`src/verilog/host_bus_pkg.sv`:
```
// shared constants and types for the parallel host port control ends
package host_bus_pkg;
    localparam int DATA_W = 8; // host data bus width
    localparam int SYNC_W = DATA_W + 9; // pins passing the device synchroniser
    // position of each pin inside the synchroniser vector
    localparam int SYN_CS = DATA_W + 0;
    localparam int SYN_AS = DATA_W + 1;
    localparam int SYN_RD = DATA_W + 2;
    localparam int SYN_WR = DATA_W + 3;
    localparam int SYN_A0 = DATA_W + 4;
    localparam int SYN_RST = DATA_W + 5;
    localparam int SYN_TEST = DATA_W + 6; // three test pins from here upward
    // timing, in ns and in 10 ns cycles of mclk_i
    localparam int CLK_PERIOD_NS = 10;
    localparam int ACCESS_NS = 60; // internal access time of one transfer
    localparam int ACCESS_CYC = (ACCESS_NS + CLK_PERIOD_NS - 1) / CLK_PERIOD_NS;
    localparam int ECLK_HIGH_NS = 150; // enable-clock high time driven by the host
    localparam int ECLK_HIGH_CYC = (ECLK_HIGH_NS + CLK_PERIOD_NS - 1) / CLK_PERIOD_NS;
    localparam int HOLD_NS = 40; // host hold after a strobe is released
    localparam int HOLD_CYC = (HOLD_NS + CLK_PERIOD_NS - 1) / CLK_PERIOD_NS;
    localparam int CNT_W = 5;
    // reset values of the strobe pins (high) and the test pins (low)
    localparam logic PIN_IDLE_HIGH = 1'b1;
    localparam logic PIN_IDLE_LOW = 1'b0;
    typedef enum logic [2:0] {
        MODE_GENERIC = 3'b001,
        MODE_ASTROBE = 3'b010,
        MODE_ECLK = 3'b100
    } bus_mode_t;
    typedef enum logic [2:0] {
        DEV_IDLE = 3'b001,
        DEV_BUSY = 3'b010,
        DEV_DONE = 3'b100
    } dev_state_t;
    typedef enum logic [3:0] {
        HST_IDLE = 4'b0001,
        HST_SETUP = 4'b0010,
        HST_STROBE = 4'b0100,
        HST_RECOVER = 4'b1000
    } hst_state_t;
endpackage

```
`src/verilog/host_link_if.sv`:
```
// host port pins between the microprocessor bus and the display controller
`timescale 1ns/1ps
`default_nettype none
interface host_link_if;
    import host_bus_pkg::*;
    logic cs_n; // chip select
    logic as_n; // address strobe
    logic rd_n; // read strobe / enable clock / lower data strobe
    logic wr_n; // write strobe / read-write select
    logic a0; // register address line
    logic [DATA_W-1:0] hdata; // data driven by the host
    logic hdata_oe; // host drives the data bus
    logic [DATA_W-1:0] ddata; // data driven by the device
    logic ddata_oe; // device drives the data bus
    logic wack; // wait / acknowledge level
    logic wack_oe; // device drives wait / acknowledge
    logic reset_n; // hardware reset
    logic scan_test_enable; // reserved test input
    logic factory_test_enable; // reserved test input
    logic scan_input_enable; // reserved test input
    modport device (
        input cs_n, as_n, rd_n, wr_n, a0, hdata, hdata_oe, reset_n,
        input scan_test_enable, factory_test_enable, scan_input_enable,
        output ddata, ddata_oe, wack, wack_oe
    );
    modport host (
        output cs_n, as_n, rd_n, wr_n, a0, hdata, hdata_oe, reset_n,
        output scan_test_enable, factory_test_enable, scan_input_enable,
        input ddata, ddata_oe, wack, wack_oe
    );
endinterface
`default_nettype wire

```
`src/verilog/host_port_device.sv`:
```
// display controller end of the host port: select, wait/acknowledge, reset, test pins
`timescale 1ns/1ps
`default_nettype none
module host_port_device (
    input wire logic mclk_i, // 100 MHz core clock
    input wire logic rst_i, // asynchronous reset, active high
    input wire host_bus_pkg::bus_mode_t mode_i, // strapped bus mode
    host_link_if.device link, // host pins
    output logic wr_valid_o, // one-cycle write pulse to the core
    output logic wr_addr_o, // address of that write
    output logic [host_bus_pkg::DATA_W-1:0] wr_data_o, // data of that write
    output logic rd_req_o, // one-cycle read request to the core
    output logic rd_addr_o, // address of that read
    input wire logic [host_bus_pkg::DATA_W-1:0] rd_data_i, // core read data, stable in access
    output logic in_reset_o, // hardware reset pin seen asserted
    output logic busy_o // a transfer is in progress
);
    import host_bus_pkg::*;

    ////////////////////////////////////////////////////////////////////////////
    // pin synchroniser: every pin is asynchronous to mclk_i
    logic [SYNC_W-1:0] pins_in;
    logic [SYNC_W-1:0] meta_q;
    logic [SYNC_W-1:0] sync_q;
    logic wr_n_prev_q;

    assign pins_in = {link.scan_input_enable, link.factory_test_enable,
                      link.scan_test_enable, link.reset_n, link.a0, link.wr_n,
                      link.rd_n, link.as_n, link.cs_n, link.hdata};

    // two stages; only the second is read by logic
    always_ff @(posedge mclk_i or posedge rst_i) begin
        if (rst_i) begin
            meta_q <= {SYNC_W{1'b1}} >> 3; // idle high pins, test pins low
            sync_q <= {SYNC_W{1'b1}} >> 3;
            wr_n_prev_q <= PIN_IDLE_HIGH;
        end else begin
            meta_q <= pins_in;
            sync_q <= meta_q;
            wr_n_prev_q <= sync_q[SYN_WR];
        end
    end

    ////////////////////////////////////////////////////////////////////////////
    // decoded bus conditions
    logic hw_rst;
    logic test_on;
    logic sel;
    logic strobe;
    logic is_wr;
    logic wr_rise;
    logic busy_lvl;

    always_comb begin
        hw_rst = ~sync_q[SYN_RST];
        // test pins are expected low; a raised one leaves functional mode
        test_on = |sync_q[SYN_TEST +: 3];
        sel = ~sync_q[SYN_CS] & ~test_on & ~hw_rst;
        busy_lvl = (mode_i == MODE_ASTROBE);
        wr_rise = sync_q[SYN_WR] & ~wr_n_prev_q;
        unique case (mode_i)
            MODE_GENERIC: begin
                strobe = ~sync_q[SYN_RD] | ~sync_q[SYN_WR];
                is_wr = ~sync_q[SYN_WR];
            end
            MODE_ASTROBE: begin
                // address strobe qualifies the data strobe
                strobe = ~sync_q[SYN_AS] & ~sync_q[SYN_RD];
                is_wr = ~sync_q[SYN_WR];
            end
            MODE_ECLK: begin
                strobe = sync_q[SYN_RD];
                is_wr = ~sync_q[SYN_WR];
            end
            default: begin
                strobe = 1'b0;
                is_wr = 1'b0;
            end
        endcase
    end

    ////////////////////////////////////////////////////////////////////////////
    // transfer sequencer
    dev_state_t state_q;
    dev_state_t state_d;
    logic [CNT_W-1:0] cnt_q;
    logic [CNT_W-1:0] cnt_d;
    logic xfer_wr_q;
    logic xfer_wr_d;

    always_comb begin
        state_d = state_q;
        cnt_d = cnt_q;
        xfer_wr_d = xfer_wr_q;
        if (hw_rst) begin
            // a held reset pin keeps every sequencer register at its default
            state_d = DEV_IDLE;
            cnt_d = '0;
            xfer_wr_d = 1'b0;
        end else begin
            unique case (state_q)
                DEV_IDLE: begin
                    if (sel && strobe) begin
                        state_d = DEV_BUSY;
                        cnt_d = CNT_W'(ACCESS_CYC - 1);
                        xfer_wr_d = is_wr;
                    end
                end
                DEV_BUSY: begin
                    if (!sel || !strobe) begin
                        state_d = DEV_IDLE; // host gave up; drop the cycle
                    end else if (cnt_q == '0) begin
                        state_d = DEV_DONE;
                    end else begin
                        cnt_d = cnt_q - CNT_W'(1);
                    end
                end
                DEV_DONE: begin
                    // the done state, with its completion level driven outside enable-clock mode, holds until the host ends its strobe
                    if (!sel || !strobe) begin
                        state_d = DEV_IDLE;
                    end
                end
                default: state_d = DEV_IDLE;
            endcase
        end
    end

    always_ff @(posedge mclk_i or posedge rst_i) begin
        if (rst_i) begin
            state_q <= DEV_IDLE;
            cnt_q <= '0;
            xfer_wr_q <= 1'b0;
        end else begin
            state_q <= state_d;
            cnt_q <= cnt_d;
            xfer_wr_q <= xfer_wr_d;
        end
    end

    ////////////////////////////////////////////////////////////////////////////
    // core side requests and returned read data
    logic wr_valid_d;
    logic wr_addr_d;
    logic [DATA_W-1:0] wr_data_d;
    logic rd_req_d;
    logic rd_addr_d;
    logic [DATA_W-1:0] dout_q;
    logic [DATA_W-1:0] dout_d;
    logic start;

    always_comb begin
        start = (state_q == DEV_IDLE) && sel && strobe && !hw_rst;
        wr_valid_d = 1'b0;
        wr_addr_d = wr_addr_o;
        wr_data_d = wr_data_o;
        rd_req_d = 1'b0;
        rd_addr_d = rd_addr_o;
        dout_d = dout_q;
        if (hw_rst) begin
            wr_addr_d = 1'b0;
            wr_data_d = '0;
            rd_addr_d = 1'b0;
            dout_d = '0;
        end else if (mode_i == MODE_GENERIC) begin
            // data is taken as the write strobe rises, never earlier
            if (sel && wr_rise) begin
                wr_valid_d = 1'b1;
                wr_addr_d = sync_q[SYN_A0];
                wr_data_d = sync_q[DATA_W-1:0];
            end
        end else if (start && is_wr) begin
            wr_valid_d = 1'b1;
            wr_addr_d = sync_q[SYN_A0];
            wr_data_d = sync_q[DATA_W-1:0];
        end
        if (start && !is_wr) begin
            rd_req_d = 1'b1;
            rd_addr_d = sync_q[SYN_A0];
        end
        if (state_q == DEV_BUSY && state_d == DEV_DONE && !xfer_wr_q) begin
            dout_d = rd_data_i;
        end
    end

    always_ff @(posedge mclk_i or posedge rst_i) begin
        if (rst_i) begin
            wr_valid_o <= 1'b0;
            wr_addr_o <= 1'b0;
            wr_data_o <= '0;
            rd_req_o <= 1'b0;
            rd_addr_o <= 1'b0;
            dout_q <= '0;
        end else begin
            wr_valid_o <= wr_valid_d;
            wr_addr_o <= wr_addr_d;
            wr_data_o <= wr_data_d;
            rd_req_o <= rd_req_d;
            rd_addr_o <= rd_addr_d;
            dout_q <= dout_d;
        end
    end

    ////////////////////////////////////////////////////////////////////////////
    // wait / acknowledge pin, registered to avoid glitches on a shared line
    logic wack_q;
    logic wack_d;
    logic wack_oe_q;
    logic wack_oe_d;

    always_comb begin
        wack_d = 1'b1;
        wack_oe_d = 1'b0;
        if (hw_rst || !sel) begin
            wack_oe_d = 1'b0;
        end else if (mode_i == MODE_ECLK) begin
            wack_oe_d = 1'b0;
        end else if (state_d == DEV_BUSY) begin
            wack_oe_d = 1'b1;
            wack_d = busy_lvl;
        end else if (state_d == DEV_DONE) begin
            wack_oe_d = 1'b1;
            wack_d = ~busy_lvl;
        end else begin
            // back in idle: the pin floats again after completion
            wack_oe_d = 1'b0;
        end
    end

    always_ff @(posedge mclk_i or posedge rst_i) begin
        if (rst_i) begin
            wack_q <= 1'b1;
            wack_oe_q <= 1'b0;
        end else begin
            wack_q <= wack_d;
            wack_oe_q <= wack_oe_d;
        end
    end

    ////////////////////////////////////////////////////////////////////////////
    // pin outputs
    always_comb begin
        link.wack = wack_q;
        link.wack_oe = wack_oe_q;
        link.ddata = dout_q;
        unique case (mode_i)
            MODE_GENERIC: link.ddata_oe = sel && !sync_q[SYN_RD];
            MODE_ASTROBE: link.ddata_oe = sel && strobe && !is_wr;
            MODE_ECLK: link.ddata_oe = sel && strobe && !is_wr;
            default: link.ddata_oe = 1'b0;
        endcase
        in_reset_o = hw_rst;
        busy_o = (state_q != DEV_IDLE);
    end
endmodule
`default_nettype wire

```
`src/flat_wrapper.sv`:
```
// flat-port wrapper written by rule: the top's interface ports become plain ports
module host_port_device_flat import host_bus_pkg::*;
  (mclk_i, rst_i, mode_i, wr_valid_o, wr_addr_o, wr_data_o, rd_req_o, rd_addr_o, rd_data_i, in_reset_o, busy_o, link_cs_n, link_as_n, link_rd_n, link_wr_n, link_a0, link_hdata, link_hdata_oe, link_reset_n, link_scan_test_enable, link_factory_test_enable, link_scan_input_enable, link_ddata, link_ddata_oe, link_wack, link_wack_oe);
  host_link_if link_i ();
  input wire logic mclk_i;
  input wire logic rst_i;
  input wire host_bus_pkg::bus_mode_t mode_i;
  output logic wr_valid_o;
  output logic wr_addr_o;
  output logic [host_bus_pkg::DATA_W-1:0] wr_data_o;
  output logic rd_req_o;
  output logic rd_addr_o;
  input wire logic [host_bus_pkg::DATA_W-1:0] rd_data_i;
  output logic in_reset_o;
  output logic busy_o;
  input wire logic [$bits(link_i.cs_n)-1:0] link_cs_n;
  input wire logic [$bits(link_i.as_n)-1:0] link_as_n;
  input wire logic [$bits(link_i.rd_n)-1:0] link_rd_n;
  input wire logic [$bits(link_i.wr_n)-1:0] link_wr_n;
  input wire logic [$bits(link_i.a0)-1:0] link_a0;
  input wire logic [$bits(link_i.hdata)-1:0] link_hdata;
  input wire logic [$bits(link_i.hdata_oe)-1:0] link_hdata_oe;
  input wire logic [$bits(link_i.reset_n)-1:0] link_reset_n;
  input wire logic [$bits(link_i.scan_test_enable)-1:0] link_scan_test_enable;
  input wire logic [$bits(link_i.factory_test_enable)-1:0] link_factory_test_enable;
  input wire logic [$bits(link_i.scan_input_enable)-1:0] link_scan_input_enable;
  output wire logic [$bits(link_i.ddata)-1:0] link_ddata;
  output wire logic [$bits(link_i.ddata_oe)-1:0] link_ddata_oe;
  output wire logic [$bits(link_i.wack)-1:0] link_wack;
  output wire logic [$bits(link_i.wack_oe)-1:0] link_wack_oe;
  assign link_i.cs_n = link_cs_n;
  assign link_i.as_n = link_as_n;
  assign link_i.rd_n = link_rd_n;
  assign link_i.wr_n = link_wr_n;
  assign link_i.a0 = link_a0;
  assign link_i.hdata = link_hdata;
  assign link_i.hdata_oe = link_hdata_oe;
  assign link_i.reset_n = link_reset_n;
  assign link_i.scan_test_enable = link_scan_test_enable;
  assign link_i.factory_test_enable = link_factory_test_enable;
  assign link_i.scan_input_enable = link_scan_input_enable;
  assign link_ddata = link_i.ddata;
  assign link_ddata_oe = link_i.ddata_oe;
  assign link_wack = link_i.wack;
  assign link_wack_oe = link_i.wack_oe;
  host_port_device u_core (.mclk_i(mclk_i), .rst_i(rst_i), .mode_i(mode_i), .link(link_i), .wr_valid_o(wr_valid_o), .wr_addr_o(wr_addr_o), .wr_data_o(wr_data_o), .rd_req_o(rd_req_o), .rd_addr_o(rd_addr_o), .rd_data_i(rd_data_i), .in_reset_o(in_reset_o), .busy_o(busy_o));
endmodule
```
`config.mk`:
```
export PLATFORM = sky130hd
export DESIGN_NAME = host_port_device_flat
export DESIGN_NICKNAME = d
export VERILOG_FILES = /design/src/verilog/host_bus_pkg.sv /design/src/verilog/host_link_if.sv /design/src/verilog/host_port_device.sv /design/src/flat_wrapper.sv
export SDC_FILE = /design/constraint.sdc
export NUM_CORES = 1
export LEC_CHECK = 0
export BUFFER_PORTS_ARGS = -buffer_cell sky130_fd_sc_hd__buf_2
export CORE_AREA = 2 2 70 78
export DETAILED_ROUTE_END_ITERATION = 12
export DIE_AREA = 0 0 72 80
export MAX_ROUTING_LAYER = met4
export PLACE_DENSITY = 0.75
export SYNTH_ARGS = -nofsm -noshare
export SYNTH_HDL_FRONTEND = slang
export SYNTH_SLANG_ARGS = --single-unit
```
`constraint.sdc`:
```
create_clock -name mclk_i -period 2.38 [get_ports mclk_i]
set_clock_uncertainty 0.1 [all_clocks]
set_input_delay 0.357 -clock mclk_i [delete_from_list [all_inputs] [get_ports mclk_i]]
set_output_delay 0.357 -clock mclk_i [all_outputs]
set_load 0.01 [all_outputs]
```
==> flow_metrics.py <==
metrics = {
    "floorplan": {
        "start_util": 0.5168,
        "coreArea_um2": 4966,
        "die_w_um": 72,
        "die_h_um": 80,
        "num_rows": 27,
        "design.die.area_um2": 5760,
        "num_io_pins": 56,
    },
    "placed_design": {
        "dp_hpwl_um": 2962,
        "port_buffers": 54,
        "dp.cells": 308,
        "gp_congestion": 0.8165,
    },
    "drt": {
        "wl_per_cell_um": 13.53,
        "via_per_inst": 5.186,
        "wirelength_um": 4439,
        "vias": 1701,
        "antenna_left": 0,
        "drt_iter0_drc": 73,
        "dr.pass1.iters": 4,
        "drc": 0,
    },
    "synth": {
        "yosysWarnings": 0,
        "netlist_instances": 200,
        "yosysSeqAreaShare": 0.6587,
        "avgSynthCellArea_um2": 12.83,
        "synth_area_leaders": "dfrtp_1, dfstp_2, mux2i_1",
        "ys_types": 45,
        "synth_edf_count": 0,
        "synth_top_area_frac": 0.3413,
        "syn-cell-area_um2": 2566,
        "async_reset_ff_frac": 1.000,
        "ys_ff_latch": 66,
        "synth_top_area_cell": "dfrtp_1",
        "syn_nets": 233,
        "synthFlopType": "dfrtp_1",
    },
    "worst_hold_path": {
        "min_path_type": "in2reg",
        "whs_path_depth": 1,
        "holdPathEnd": "u_core.meta_q[6]",
        "hp-start": "link_hdata[6]",
    },
    "global_routing": {
        "antenna_found_initial": 0,
        "grt_pass1_vias": 1647,
        "grt_pass1_wl_um": 7224,
        "grt_max_degree": 44,
        "grt_usage": 0.1726,
        "overflow": 0,
    },
    "timing": {
        "hold_ws_ns": 0.02517,
        "fmax_ghz": 0.4628,
        "maxSlewViolCount": 0,
        "hold_viol_final": 0,
        "min_period_ns": 2.161,
        "fin_crit_sh": 0.9080,
        "slew_headroom": 0.6662,
        "worst_slew_pin_slew_ns": 0.4999,
        "rsz0062_at_grt": "no",
        "fin_setup_tns_ns": 0,
        "setup_viol": 0,
    },
    "layout": {
        "regArea_um2": 1690,
        "multi_input_comb_area_um2": 772.0,
        "final_core_util": 0.6349,
        "drive_gt1_frac": 0.4259,
        "syn_to_final_growth_pct": 22.87,
        "diodes": 0,
        "final_cell_mix": "buf_2, dfrtp_1, nand2_1, dfstp_2, mux2i_1",
        "num-fill-cells": 390,
        "fin_cells": 328,
        "nNetsFinal": 298,
        "final_common_cell": "buf_2",
    },
    "power": {
        "ir_drop_mv": 0.6099,
        "combPwrFrac": 0.043,
        "internal-power_mw": 1.751,
        "seq_power_share": 0.535,
        "clkPwrFrac": 0.421,
        "swShare": 0.2096,
        "power.density_nw_per_um2": 702.7,
        "switching_power_uw": 464.4,
        "leakagePower_nw": 1.614,
        "p_total_mw": 2.216,
    },
    "critical_path": {
        "slowest_stage": "dfstp_2",
        "r2r-start": "u_core.sync_q[10]",
        "worstPathRequired_ns": 2.53,
        "start_kind": "flip-flop",
        "rrSetupSlack_ns": 0.22,
        "arrival_ns": 2.31,
        "r2r_end": "u_core.link.ddata[2]",
        "critPathMaxStageDelay_ns": 0.59,
        "rr_worst_depth": 5,
        "path_max_fanout": 8,
        "crit_chain": "nand3b_1, or2_1, a221oi_2, nand4_4, mux2i_1",
        "critPathCaptureType": "flip-flop",
        "timing_worst_setup_path_type": "reg2reg",
    },
    "clock_tree": {
        "cts_made_buffers": 9,
        "clock_sinks": 66,
        "postCtsHoldBufs": 1,
        "clock-root-buffer": "clkbuf_8",
        "clk_pin_slew_worst_paths_ns": 0.07,
        "worstSkewPairLatency_ns": 0.33,
        "cts_tree": "built",
        "cts_resized": 0,
        "cts_max_level": 3,
        "max-clock-path-buffers": 2,
        "cts_setup_buffers": 0,
    },
    "flow_run": {
        "max_cap_violations": 0,
    },
    "status": {
        "run_status": "finished, final reports clean",
    },
}
registers in the layout (all words and copies together), names as in the netlist:
name	count
u_core.wr_data_o	8
u_core.rd_req_o	1
u_core.cnt_q	5
u_core.sync_q	17
u_core.wr_addr_o	1
u_core.link.wack_oe	1
u_core.link.ddata	8
u_core.xfer_wr_q	1
u_core.wr_valid_o	1
u_core.link.wack	1
u_core.wr_n_prev_q	1
u_core.meta_q	17
u_core.rd_addr_o	1
u_core.state_q	3
area by class of cell:
| cell class | count | area share |
|---|---|---|
| Clock buffer | 12 | 0.04921 |
| Sequential cell | 66 | 0.5361 |
| Multi-Input combinational cell | 110 | 0.2448 |
| Timing Repair Buffer | 62 | 0.1119 |
| Inverter | 16 | 0.01905 |
| Clock inverter | 4 | 0.01587 |
| Tap cell | 58 | 0.02302 |
cells in the mapped netlist (all sizes together) (2+ instances only):
cell type	number
mux2i	19
dfrtp	35
nand3b	2
clkbuf	5
dfstp	31
o211ai	2
ha	2
a21oi	7
o21ai	2
nor3	2
inv	16
nor4b	3
nand2	31
nor4	4
nor3b	2
nand3	2
nor2	7
buf	3
a31oi	2
nand4	2
o41ai	2
nor2b	4
logic make-up (layout without fill, tap and decap cells):
logic type               count (synthesis)  count (layout)  synth area share
AND/OR/NAND/NOR                         66              66            0.1463
AO/OA/AOI/OAI                           23              23           0.07070
buffers and inverters                   24              94           0.04046
flip-flops                              66              66            0.6587
multiplexers                            19              19           0.07411
adder cells (fa/ha/maj)                  2               2          0.009750
worst max-delay path by stage:
| stage | startpoint | slack (ns) | endpoint |
|---|---|---|---|
| 2_1_floorplan | rst_i | 0.32 | u_core.cnt_q[0] |
| 3_5_place_dp | mode_i[0] | 0.19 | u_core.link.wack |
| 5_1_grt | u_core.sync_q[10] | 0.1 | u_core.link.ddata[5] |
| 4_1_cts | u_core.sync_q[10] | 0.22 | u_core.link.ddata[5] |
| 3_3_place_gp | mode_i[0] | 0.28 | u_core.link.wack |
| 6_report | u_core.sync_q[10] | 0.22 | u_core.link.ddata[2] |
power groups by stage:
stage | clock network, mW | logic (mW) | registers, mW
after detailed placement | 0 | 0.0925 | 1.20
after floorplan | 0 | 0.0513 | 1.20
after global routing | 1.01 | 0.108 | 1.19
after global placement | 0 | 0.0901 | 1.20
final | 0.934 | 0.0961 | 1.19
after CTS | 0.966 | 0.0945 | 1.19
per-stage QoR:
stage	setup slack (ns)	area, um2
after detailed placement	0.1863	2908
after CTS	0.2220	3123
after global placement	0.2838	2908
after global routing	0.09963	3153
final	0.2191	3153
after floorplan	0.3195	2566
critical path, delay by kind of cell (launching register included):
family | cells | cell delay, ns
AO/OA/AOI/OAI | 1 | 0.48
flip-flops | 1 | 0.59
multiplexers | 1 | 0.24
AND/OR/NAND/NOR | 3 | 0.67
metal layers:
layer  up-vias  wire [um]  global-route usage
met5         -          0                   -
met4         0         70             0.08679
met3         7        185             0.05303
met2        44       2405              0.2806
met1       831       1777              0.1927
li1        819          -                   -
No activity file was read; power rests on OpenSTA's default activity.
